File: src/pkg/sasd_defs.vh
// Constants for the servo alarm status decode block
`ifndef SASD_DEFS_VH
`define SASD_DEFS_VH
// ----------------------------------------------------------------
// Register offsets
// ----------------------------------------------------------------
`define SASD_OFS_ALARM1 4'h0
`define SASD_OFS_ALARM2 4'h1
`define SASD_OFS_CODER 4'h2
`define SASD_OFS_LINK 4'h3
`define SASD_OFS_MISC 4'h4
`define SASD_OFS_DECODE 4'h5
`define SASD_OFS_CTRL 4'h6
`define SASD_OFS_PULSE 4'h7
`define SASD_OFS_REFPOS_LO 4'h8
`define SASD_OFS_REFPOS_HI 4'h9
`define SASD_OFS_CLEAR 4'ha
// ----------------------------------------------------------------
// Field positions
// ----------------------------------------------------------------
`define SASD_A1_OVERLOAD 7
`define SASD_A1_LOW_VOLT 6
`define SASD_A1_OVERCUR 5
`define SASD_A1_ABN_CUR 4
`define SASD_A1_EXC_VOLT 3
`define SASD_A1_DISCHARGE 2
`define SASD_A1_FB_DISC 1
`define SASD_A1_OVERFLOW 0
`define SASD_A2_LOC_SEL 7
`define SASD_A2_EXT_HW 4
`define SASD_C_HW_FAULT 6
`define SASD_C_BATT_LOW 5
`define SASD_C_CNT_ERR_A 4
`define SASD_C_CNT_FAULT 3
`define SASD_C_BATT_ZERO 2
`define SASD_C_HALTED 1
`define SASD_C_CNT_ERR_B 0
`define SASD_L_NO_RESP 7
`define SASD_L_CHECK_ERR 6
`define SASD_L_FRAME_ERR 5
`define SASD_D_BUILTIN_HW 0
`define SASD_D_SEPARATE_HW 1
`define SASD_D_SOFTWARE 2
`define SASD_D_COUNT_MISS 3
`define SASD_D_REF_VALID 4
`define SASD_D_HOMING 5
`define SASD_D_SETTING 6
`define SASD_CTRL_REF_MODE 0
`define SASD_CTRL_HOME_MODE 1
`define SASD_CTRL_FULL_LOOP 2
`define SASD_CTRL_DIR_NEG 3
`define SASD_CTRL_ABS_DET 4
`define SASD_CTRL_INVALIDATE 5
// ----------------------------------------------------------------
// Reset values and scaling
// ----------------------------------------------------------------
`define SASD_CTRL_RESET 8'h00
`define SASD_SEMI_PULSES 16'hfa0
`define SASD_FULL_DIV 16'h000a
`define SASD_QUAD_MUL 4
`endif

File: src/rtl/sasd_servo_alarm_status_decode.v
// Servo alarm status decode, feedback scaling and dogless reference logic
//
// Notes on behaviour
// - Alarm byte one holds eight amplifier flags
// - Disconnect, select 1, external 0: built-in hardware
// - Disconnect, select 1, external 1: separate hardware
// - Disconnect, select 0, external 0: software detected
// - Coder hardware fault sets coder bit 6
// - Low battery sets warning bit 5 only
// - Zero battery sets bit 2, voids reference
// - Coder internal halt sets bit 1
// - Feedback count error sets bit 4
// - Feedback count error sets bit 0
// - Count fault with all three set: count miss
// - No coder response sets link bit 7
// - Bad data sets check bit 6, frame 5
// - Coder C pulses 4000, full loop NS/10
// - Reference mode jog stops at next grid
// - Stop grid position becomes reference position
// - Home mode plus jog returns to reference
// - Home mode direction follows configured parameter
// - Absolute detector keeps reference over power-off; here reset clears it whether abs_det is set or not
//
// The placing of the registers and the plain strobed port are this design's own decisions.
`timescale 1ns/1ps
`include "sasd_defs.vh"

module sasd_servo_alarm_status_decode #(
    parameter POS_W = 32
) (
    input wire mclk, // System clock
    input wire rst, // Asynchronous reset, active high
    input wire [3:0] bus_addr, // Register address
    input wire [7:0] bus_wdata, // Write data
    input wire bus_wr, // Write strobe
    input wire bus_rd, // Read strobe
    output reg [7:0] bus_rdata, // Read data, cycle after strobe
    input wire [7:0] amp_alarm_in, // Amplifier alarm flags, bit7..0
    input wire location_select_in, // Disconnection location select
    input wire external_hw_in, // External hardware disconnection
    input wire [6:0] coder_alarm_in, // Coder flags, bit6..0
    input wire no_response_in, // Coder gave no response
    input wire check_code_err_in, // Coder check code failure
    input wire frame_err_in, // Coder frame failure
    input wire [3:0] misc_alarm_in, // Misc servo flags, bit6..3
    input wire [15:0] quad_feedback_pulses, // Scale pulses times four
    input wire axis_dir_plus, // Axis direction plus button
    input wire axis_dir_minus, // Axis direction minus button
    input wire grid_pulse, // Grid point marker from coder
    input wire [POS_W-1:0] axis_position, // Present axis position
    output reg axis_move_en, // Axis feed request
    output reg axis_move_neg, // Feed direction, 1 is negative
    output reg [POS_W-1:0] home_target, // Target for home return
    output reg [15:0] vel_pulses, // Velocity feedback pulse count
    output reg [15:0] pos_pulses, // Position feedback pulse count
    output reg count_miss_alarm, // Count miss condition
    output reg stop_alarm // Any stopping alarm active
);

    // ----------------------------------------------------------------
    // Input synchronisers
    // ----------------------------------------------------------------
    localparam SYN_W = 8 + 2 + 7 + 3 + 4 + 3;
    wire [SYN_W-1:0] raw_in;
    reg [SYN_W-1:0] sync1_reg;
    reg [SYN_W-1:0] sync2_reg;
    assign raw_in = {amp_alarm_in, location_select_in, external_hw_in, coder_alarm_in,
                     no_response_in, check_code_err_in, frame_err_in, misc_alarm_in,
                     axis_dir_plus, axis_dir_minus, grid_pulse};

    // Two stages on every pin packed in raw_in (bus pins are not synchronised); only stage two is read
    always @(posedge mclk or posedge rst) begin
        if (rst) begin
            sync1_reg <= {SYN_W{1'b0}};
            sync2_reg <= {SYN_W{1'b0}};
        end else begin
            sync1_reg <= raw_in;
            sync2_reg <= sync1_reg;
        end
    end

    // Stage two slices, in the order that raw_in packs them
    wire [7:0] s_amp = sync2_reg[SYN_W-1 -: 8];
    wire s_loc = sync2_reg[18];
    wire s_ext = sync2_reg[17];
    wire [6:0] s_coder = sync2_reg[16:10];
    wire s_noresp = sync2_reg[9];
    wire s_chk = sync2_reg[8];
    wire s_frm = sync2_reg[7];
    wire [3:0] s_misc = sync2_reg[6:3];
    wire s_plus = sync2_reg[2];
    wire s_minus = sync2_reg[1];
    wire s_grid = sync2_reg[0];
    wire jog_req = s_plus | s_minus;

    // ----------------------------------------------------------------
    // Word input synchronisers
    // ----------------------------------------------------------------
    // Position and scale words take the same two stages as the flags, so a
    // grid marker and the position it belongs to reach the logic together.
    // Limitation: a word caught while it changes may be off for one cycle.
    reg [POS_W-1:0] pos_sync1_reg;
    reg [POS_W-1:0] pos_sync2_reg;
    reg [15:0] quad_sync1_reg;
    reg [15:0] quad_sync2_reg;

    // Two stages on each word
    always @(posedge mclk or posedge rst) begin
        if (rst) begin
            pos_sync1_reg <= {POS_W{1'b0}};
            pos_sync2_reg <= {POS_W{1'b0}};
            quad_sync1_reg <= 16'h0000;
            quad_sync2_reg <= 16'h0000;
        end else begin
            pos_sync1_reg <= axis_position;
            pos_sync2_reg <= pos_sync1_reg;
            quad_sync1_reg <= quad_feedback_pulses;
            quad_sync2_reg <= quad_sync1_reg;
        end
    end

    // ----------------------------------------------------------------
    // Sticky alarm bytes
    // ----------------------------------------------------------------
    reg [7:0] alarm1_reg;
    reg [7:0] alarm2_reg;
    reg [7:0] coder_reg;
    reg [7:0] link_reg;
    reg [7:0] misc_reg;
    reg [7:0] clr_mask;
    reg [4:0] clr_sel;
    wire clear_wr = bus_wr && (bus_addr == `SASD_OFS_CLEAR);

    // Write-one-to-clear; a flag raised in the same cycle survives
    always @* begin
        clr_mask = clear_wr ? bus_wdata : 8'h00;
        clr_sel = 5'h00;
        if (clear_wr) begin
            clr_sel = 5'h1f;
        end
    end

    wire [7:0] amp_set = s_amp;
    wire [7:0] a2_set = {s_loc, 2'b00, s_ext, 4'h0};
    wire [7:0] coder_set = {1'b0, s_coder};
    wire [7:0] link_set = {s_noresp, s_chk, s_frm, 5'h00};
    wire [7:0] misc_set = {1'b0, s_misc, 3'h0};

    // Sticky bytes, set over clear
    always @(posedge mclk or posedge rst) begin
        if (rst) begin
            alarm1_reg <= 8'h00;
            alarm2_reg <= 8'h00;
            coder_reg <= 8'h00;
            link_reg <= 8'h00;
            misc_reg <= 8'h00;
        end else begin
            alarm1_reg <= amp_set | (alarm1_reg & ~(clr_mask & {8{clr_sel[0]}}));
            alarm2_reg <= a2_set | (alarm2_reg & ~(clr_mask & {8{clr_sel[1]}}));
            coder_reg <= coder_set | (coder_reg & ~(clr_mask & {8{clr_sel[2]}}));
            link_reg <= link_set | (link_reg & ~(clr_mask & {8{clr_sel[3]}}));
            misc_reg <= misc_set | (misc_reg & ~(clr_mask & {8{clr_sel[4]}}));
        end
    end

    // ----------------------------------------------------------------
    // Disconnection cause and count miss decode
    // ----------------------------------------------------------------
    // Decode reads the sticky bytes, so a cause outlives its pin
    wire fb_disc = alarm1_reg[`SASD_A1_FB_DISC];
    wire loc_sel = alarm2_reg[`SASD_A2_LOC_SEL];
    wire ext_hw = alarm2_reg[`SASD_A2_EXT_HW];
    wire dec_builtin = fb_disc & loc_sel & ~ext_hw;
    wire dec_separate = fb_disc & loc_sel & ext_hw;
    wire dec_software = fb_disc & ~loc_sel & ~ext_hw;
    wire cnt_miss = coder_reg[`SASD_C_CNT_FAULT] & fb_disc & loc_sel & ext_hw;
    // Low battery is a warning, so it is left out of the stop summary
    wire stop_next = (|alarm1_reg) | (|(coder_reg & 8'h5f)) | (|link_reg)
                     | (|misc_reg);

    // ----------------------------------------------------------------
    // Control register and feedback scaling
    // ----------------------------------------------------------------
    reg [7:0] ctrl_reg;
    wire ref_mode = ctrl_reg[`SASD_CTRL_REF_MODE];
    wire home_mode = ctrl_reg[`SASD_CTRL_HOME_MODE];
    wire full_loop = ctrl_reg[`SASD_CTRL_FULL_LOOP];
    wire dir_neg_cfg = ctrl_reg[`SASD_CTRL_DIR_NEG];
    wire abs_det = ctrl_reg[`SASD_CTRL_ABS_DET];

    // Control bits; invalidate is a self-clearing command
    always @(posedge mclk or posedge rst) begin
        if (rst) begin
            ctrl_reg <= `SASD_CTRL_RESET;
        end else if (bus_wr && (bus_addr == `SASD_OFS_CTRL)) begin
            ctrl_reg <= bus_wdata;
        end else begin
            ctrl_reg[`SASD_CTRL_INVALIDATE] <= 1'b0;
        end
    end

    // Coder C scaling; division is slow but the inputs are static
    always @(posedge mclk or posedge rst) begin
        if (rst) begin
            vel_pulses <= 16'h0000;
            pos_pulses <= 16'h0000;
        end else begin
            // Velocity count is fixed for this coder in either loop
            vel_pulses <= `SASD_SEMI_PULSES;
            pos_pulses <= full_loop ? (quad_sync2_reg / `SASD_FULL_DIV)
                                    : `SASD_SEMI_PULSES;
        end
    end

    // ----------------------------------------------------------------
    // Dogless reference setting and home return
    // ----------------------------------------------------------------
    localparam ST_IDLE = 4'b0001;
    localparam ST_SEEK = 4'b0010;
    localparam ST_HOME = 4'b0100;
    localparam ST_WAIT = 4'b1000;
    reg [3:0] state_reg;
    reg [3:0] state_next;
    reg [POS_W-1:0] ref_pos_reg;
    reg ref_valid_reg;
    reg dir_reg;
    // Stops once the synchronised position matches; the axis coasts a few
    // counts past, which the drive's own position loop takes back
    wire at_home = (pos_sync2_reg == ref_pos_reg);

    // Next state
    always @* begin
        state_next = state_reg;
        case (state_reg)
            ST_IDLE: begin
                if (home_mode && ref_valid_reg && jog_req) begin
                    state_next = ST_HOME;
                end else if (ref_mode && !home_mode && jog_req) begin
                    state_next = ST_SEEK;
                end
            end
            ST_SEEK: begin
                if (s_grid) begin
                    state_next = ST_WAIT;
                end
            end
            ST_HOME: begin
                if (at_home) begin
                    state_next = ST_WAIT;
                end
            end
            ST_WAIT: begin
                // Wait for button release so one press gives one move
                if (!jog_req) begin
                    state_next = ST_IDLE;
                end
            end
            default: state_next = ST_IDLE;
        endcase
    end

    // Sequencer and stored reference
    always @(posedge mclk or posedge rst) begin
        if (rst) begin
            state_reg <= ST_IDLE;
            ref_pos_reg <= {POS_W{1'b0}};
            ref_valid_reg <= 1'b0;
            dir_reg <= 1'b0;
        end else begin
            state_reg <= state_next;
            if (state_reg == ST_IDLE) begin
                // Home return ignores the button direction
                dir_reg <= home_mode ? dir_neg_cfg : s_minus;
            end
            if (state_reg == ST_SEEK && s_grid) begin
                // Marker and position are both two stages old, so they agree
                ref_pos_reg <= pos_sync2_reg;
                ref_valid_reg <= 1'b1;
            end else if (coder_reg[`SASD_C_BATT_ZERO] || ctrl_reg[`SASD_CTRL_INVALIDATE]
                         || !abs_det) begin
                // Without absolute detector the reference holds outside idle; otherwise loss voids it
                if (!abs_det && state_reg != ST_IDLE) begin
                    ref_valid_reg <= ref_valid_reg;
                end else if (coder_reg[`SASD_C_BATT_ZERO]
                             || ctrl_reg[`SASD_CTRL_INVALIDATE]) begin
                    ref_valid_reg <= 1'b0;
                end
            end
        end
    end

    // Registered outputs
    always @(posedge mclk or posedge rst) begin
        if (rst) begin
            axis_move_en <= 1'b0;
            axis_move_neg <= 1'b0;
            home_target <= {POS_W{1'b0}};
            count_miss_alarm <= 1'b0;
            stop_alarm <= 1'b0;
        end else begin
            axis_move_en <= (state_next == ST_SEEK) || (state_next == ST_HOME);
            axis_move_neg <= (state_reg == ST_IDLE) ? (home_mode ? dir_neg_cfg : s_minus)
                                                     : dir_reg;
            home_target <= ref_pos_reg;
            count_miss_alarm <= cnt_miss;
            stop_alarm <= stop_next;
        end
    end

    // ----------------------------------------------------------------
    // Register read port
    // ----------------------------------------------------------------
    wire [7:0] decode_byte = {1'b0, state_reg == ST_SEEK, state_reg == ST_HOME, ref_valid_reg,
                              cnt_miss, dec_software, dec_separate, dec_builtin};
    reg [7:0] rd_mux;

    // Unmapped addresses read zero
    always @* begin
        case (bus_addr)
            `SASD_OFS_ALARM1: rd_mux = alarm1_reg;
            `SASD_OFS_ALARM2: rd_mux = alarm2_reg;
            `SASD_OFS_CODER: rd_mux = coder_reg;
            `SASD_OFS_LINK: rd_mux = link_reg;
            `SASD_OFS_MISC: rd_mux = misc_reg;
            `SASD_OFS_DECODE: rd_mux = decode_byte;
            `SASD_OFS_CTRL: rd_mux = ctrl_reg;
            `SASD_OFS_PULSE: rd_mux = pos_pulses[7:0];
            `SASD_OFS_REFPOS_LO: rd_mux = ref_pos_reg[7:0];
            `SASD_OFS_REFPOS_HI: rd_mux = ref_pos_reg[15:8];
            default: rd_mux = 8'h00;
        endcase
    end

    // Read data valid only in the cycle after the strobe
    always @(posedge mclk or posedge rst) begin
        if (rst) begin
            bus_rdata <= 8'h00;
        end else begin
            bus_rdata <= bus_rd ? rd_mux : 8'h00;
        end
    end

endmodule // sasd_servo_alarm_status_decode

File: config.mk
export PLATFORM = sky130hd
export DESIGN_NAME = sasd_servo_alarm_status_decode
export DESIGN_NICKNAME = d
export VERILOG_FILES = /design/src/rtl/sasd_servo_alarm_status_decode.v
export VERILOG_INCLUDE_DIRS = /design/src /design/src/pkg
export SDC_FILE = /design/constraint.sdc
export NUM_CORES = 1
export LEC_CHECK = 0
export BUFFER_PORTS_ARGS = -buffer_cell sky130_fd_sc_hd__buf_2
export CORE_ASPECT_RATIO = 0.9
export CORE_MARGIN = 2
export CORE_UTILIZATION = 41
export CTS_CLUSTER_DIAMETER = 50
export DETAILED_ROUTE_END_ITERATION = 8
export HOLD_SLACK_MARGIN = 0.1
export PLACE_DENSITY_LB_ADDON = 0.2
export SETUP_SLACK_MARGIN = 0.1
export SYNTH_ARGS = -nofsm -noshare
export SYNTH_HDL_FRONTEND = slang
export SYNTH_SLANG_ARGS = --single-unit
File: constraint.sdc
create_clock -name mclk -period 11 [get_ports mclk]
set_clock_uncertainty 0.05 [all_clocks]
set_input_delay 0 -clock mclk [delete_from_list [all_inputs] [get_ports mclk]]
set_output_delay 0 -clock mclk [all_outputs]
set_load 0.01 [all_outputs]
## Word level (Yosys, flattened, before mapping)

Index checks and enable logic that the tools add are counted.

| operators by class | value |
|---|---|
| divide/modulo/power cells | 1 |
| bitwise gates (word level) | 34 |
| reduce and logical (&&, ||, !) cells | 21 |
| eq/ne operators | 19 |
| muxes and demuxes | 18 |

Operator list:

| kind | number |
|---|---|
| $and A8 B8 Y8 | 10 |
| $pmux W8 S10 | 1 |
| $not A8 Y8 | 5 |
| $eq A32 B32 Y1 | 1 |
| $eq A4 B3 Y1 const B | 6 |
| $or A8 B8 Y8 | 3 |
| $reduce_or A8 Y1 | 3 |
| $mux W4 | 5 |
| $div A16 B4 Y16 const B | 1 |
| $eq A4 B2 Y1 const B | 4 |
| $eq A4 B4 Y1 const B | 4 |
| $mux W16 | 1 |
| $mux W8 | 2 |
| $or A7 B8 Y8 | 2 |
| $pmux W4 S4 | 1 |
| $and A1 B1 Y1 | 8 |
| $eq A4 B1 Y1 const B | 2 |
| $logic_and A1 B1 Y1 | 8 |
| $mux W1 | 7 |
| $reduce_or A6 Y1 | 1 |
| $mux W5 | 1 |
| $logic_not A4 Y1 | 1 |
| $ne A4 B1 Y1 const B | 1 |
| $or A1 B1 Y1 | 4 |
| 6 further kinds | 11 |

| storage, ports and cells | value |
|---|---|
| input bits | 91 |
| output and inout bits | 76 |
| word-level logic and storage cells | 117 |
| bits in registers | 296 |

## Longest topological paths before layout

| logic depth | value |
|---|---|
| depth in word-level cells | 8 |
| mapped depth | 22 |
| depth with buffers taken out | 17 |

## Worst setup path before layout

No wires, ideal clock.

| timing | value |
|---|---|
| path type | register -> register |
| start point | register quad_sync2_reg[11] |
| end point | register pos_pulses[0] |
| buffers on the path | 3 |
| cell stages (with the launch flop) | 20 |
| slack | 6386 ps |
| data arrival time | 4468 ps |
| data required time | 10854 ps |
| setup time | 96 ps |
| cell sequence | dfrtp_1 -> buf_6 -> or3b_1 -> mux2i_1 -> or2_1 -> buf_4 -> mux2i_1 -> nor3_1 -> a311oi_2 -> mux2_2 -> a311o_1 -> o2bb2ai_2 -> o211ai_1 -> and2_0 -> clkbuf_1 -> a211o_1 -> a211o_4 -> and3b_1 -> o311a_1 -> nor4_2 |

| on the way | value |
|---|---|
| longest elaborated chain between the ends | 2 |

RTL lines:

| item | line | text |
|---|---|---|
| start, declared | sasd_servo_alarm_status_decode.v:105 | `reg [15:0] quad_sync2_reg;` |
| start signal, assigned | sasd_servo_alarm_status_decode.v:118 | `quad_sync2_reg <= quad_sync1_reg;` |
| $div A16 B4 Y16 (no line) | -- |  |
| $mux W16 (no line) | -- |  |
| end signal, assigned | sasd_servo_alarm_status_decode.v:210 | `` pos_pulses <= full_loop ? (quad_sync2_reg / `SASD_FULL_DIV) `` |
| end, declared | sasd_servo_alarm_status_decode.v:55 | `output reg [15:0] pos_pulses,` |

Every way passes these cells.
A chain may end at the register's enable or synchronous reset.

## Worst setup path after layout

Same ends and word-level chain as after synthesis.

==> results.yml <==
logic_synthesis:
  synth_area_mm2: 0.0116
  yosysTopAreaCellShare_pct: 62.7
  yosysSeqAreaShare_pct: 62.9
  postSynthCellCount: 912
  synth_largest_area_cell: "dfrtp_1"
  ys_async_sr_fraction_pct: 100
  yosysUniqueCellTypes: 93
  ys_ff_latch: 291
  synth.avg_cell_area_um2: 12.7
  yosysWarningCount: 0
  synth_area_leaders: "dfrtp_1 63%, mux2_2 4.4%, xor2_1 2.4%"
  synth_edf_count: 0
  ys.flop_type: "dfrtp_1"
  synth.top_cells.by_count: "290 x dfrtp_1, 50 x nand2_1, 50 x nor2_1"
  yosysMostFrequentCell: "dfrtp_1"
die:
  die_width_um: 181
  core_area_mm2: 0.0279
  pin_count: 167
  rows: 58
  die_h_um: 163
  start_util_pct: 41.5
  dieArea_mm2: 0.0296
power:
  ir_worst_vdd_uv: 114
  p_leak_uw: 0.00695
  power-per-cell-area_mw_per_mm2: 201
cells_and_area:
  syn_to_final_growth_pct: 31.8
  drive_above_1_share_pct: 22.8
  antenna_cells: 0
  fillers: 2399
  final_nets: 1307
global_routing:
  grt_max_degree: 147
  grt_use_met3_pct: 3.28
  grt_pass1_vias: 8131
  busiest_layer: "met2"
  antenna_found_initial: 0
  grt.total_usage_pct: 18.5
  met1_usage_pct: 25.9
  gr-usage-met2_pct: 29.8
  grt_pass1_wl_mm: 43.2
  grt.overflow.total: 0
cts:
  clkTransAtPathRegs_ns: 0.06
  cts_htree_levels: 2
  cts_buffers: 34
  clock_path_buffers: 3
  cts_tree: "yes"
  clock_sinks: 291
  postCtsSetupBuffers: 0
  clockRootBuffer: "clkbuf_16"
  insertion_delay_ns: 0.52
placement:
  dp_slack_ns: 4.94
  dpl.hpwl_mm: 17.8
  numPortBuffers: 152
  gp_congestion: 0.873
critical_path:
  cp_max_fo: 20
  crit_path_frequent_cell: "a21oi_1"
  cp_cell_sequence: "and2b_1 > o32ai_2 > a21oi_1 > a221oi_1 > a211o_1 > a311oi_2 > mux2i_1 > a21oi_1 > o2bb2ai_2 > or2_1 > o311a_4 > o31a_1 > a211o_4 > mux2_1 > a21oi_1 > a22oi_1 > nor4_2"
  slowest_delay_ns: 0.80
  cpMaxStageDelayCell: "mux2i_1"
  startpoint_type: "register"
  worst-endpoint-required_ns: 11.35
  worst-path-buf-inv: 0
  path_class: "register to register"
  end_kind: "register"
  path_delay_family: "compound AO/OA/AOI/OAI gates"
  cp.arrival_ns: 6.44
drt:
  final_antenna_net_count: 0
  wire_per_inst_um: 16.9
  drt_iter0_markers: 737
  routed_via_density: 5.12
  wl_mm: 27.1
  dr.pass1.iters: 5
  num_vias: 8188
  drc: 0
timing:
  rsz0062_at_grt: "no"
  hold_viol: 0
  period_share_pct: 55.4
  period_needed_ns: 6.09
  fin_ws_ns: 4.91
  worst_pin_slew_ns: 1.03
  setup_viol: 0
  slew_violations: 0
  max_slew_margin_pct: 31.4
  fin_tns_setup_ns: 0
  timing.fmax_mhz: 164
min_path:
  min_path_type: "input port to register"
run_status:
  run_status: "finished clean"
flow_run:
  maxCapViolCount: 0
-- cell families (layout without fill, tap and decap cells) --
group                      count (synthesis)  after routing  synth area share [%]
buffers and inverters                     78            394                  3.66
DFF                                      291            291                  62.9
adders and majority gates                  2              2                 0.173
other                                      2             14                0.0649
xor gates and xnor gates                  38             38                  3.01
AOI/OAI and AO/OA                        194            194                  13.0
and+or+nand+nor                          242            242                  11.0
muxes                                     65             65                  6.23
-- cell type report --
cell class                      count  area (µm²)  share of cell area, %
Timing Repair Buffer              316        2390                   15.7
Tap cell                          360         450                   2.95
Clock inverter                     15         223                   1.46
Clock buffer                       45         922                   6.04
Inverter                           18        75.1                  0.492
Multi-Input combinational cell    555        3910                   25.6
Sequential cell                   291        7280                   47.7
-- worst paths after layout --
check                                   start                 to  slack (ns)  depth (start not counted)
min in group asynchronous                 rst      sync1_reg[21]        0.21                          3
max in group asynchronous                 rst    ref_pos_reg[27]        9.05                          4
hold reg to reg             pos_sync1_reg[24]  pos_sync2_reg[24]        0.28                          0
setup reg to reg           quad_sync2_reg[11]      pos_pulses[0]        4.91                         17
setup / recovery           quad_sync2_reg[11]      pos_pulses[0]        4.91                         17
hold / removal              axis_position[13]  pos_sync1_reg[13]        0.12                          2
-- through the flow --
step	area [µm²]	utilization [%]	total power [µW]	instances	hold WS (ns)
after global routing	15300	54.8	3230	1600	0.104
after CTS	15200	54.7	3110	1598	0.100
after global placement	12500	44.9	1910	1379	0.0574
after detailed placement	12500	44.9	1920	1379	0.0593
final	15300	54.8	3070	1600	0.118
after floorplan	11600	-	1710	924	-0.0186
-- cells in the final DEF, fill, tap and decap left out, drive strengths merged, types with 9 or more instances in the layout --
master,netlist,final
mux2,46,46
xor2,33,33
nor3,17,17
and2,24,24
nor4,22,22
buf,35,155
a22oi,13,13
conb,2,14
o21ai,28,28
clkinv,4,10
dfrtp,290,290
inv,14,19
mux2i,18,18
dlygate4sd3,0,161
and3,9,9
nor2,52,52
nand2,50,50
a21oi,30,30
clkbuf,25,45
nand2b,9,9
a21o,27,27
nand3,19,19
-- routing by layer --
| layer | vias to the layer above | wire length [µm] |
|---|---|---|
| met5 | - | 0 |
| met4 | 0 | 532 |
| met3 | 42 | 1560 |
| met2 | 250 | 12700 |
| met1 | 4028 | 12300 |
| li1 | 3868 | - |
-- report_power, final --
part / switching, µW / total (µW) / leakage [µW] / internal, µW
Clock: 436 / 1130 / 0.000560 / 694
Sequential: 137 / 1380 / 0.00350 / 1240
Combinational: 293 / 567 / 0.00288 / 274
-- what timing repair did --
action,in CTS,in global routing
setup endpoints to repair,0,0
hold endpoints to repair,273,2
hold buffers,159,2
gates resized for setup,0,0
No activity file was read; power rests on OpenSTA's default activity.
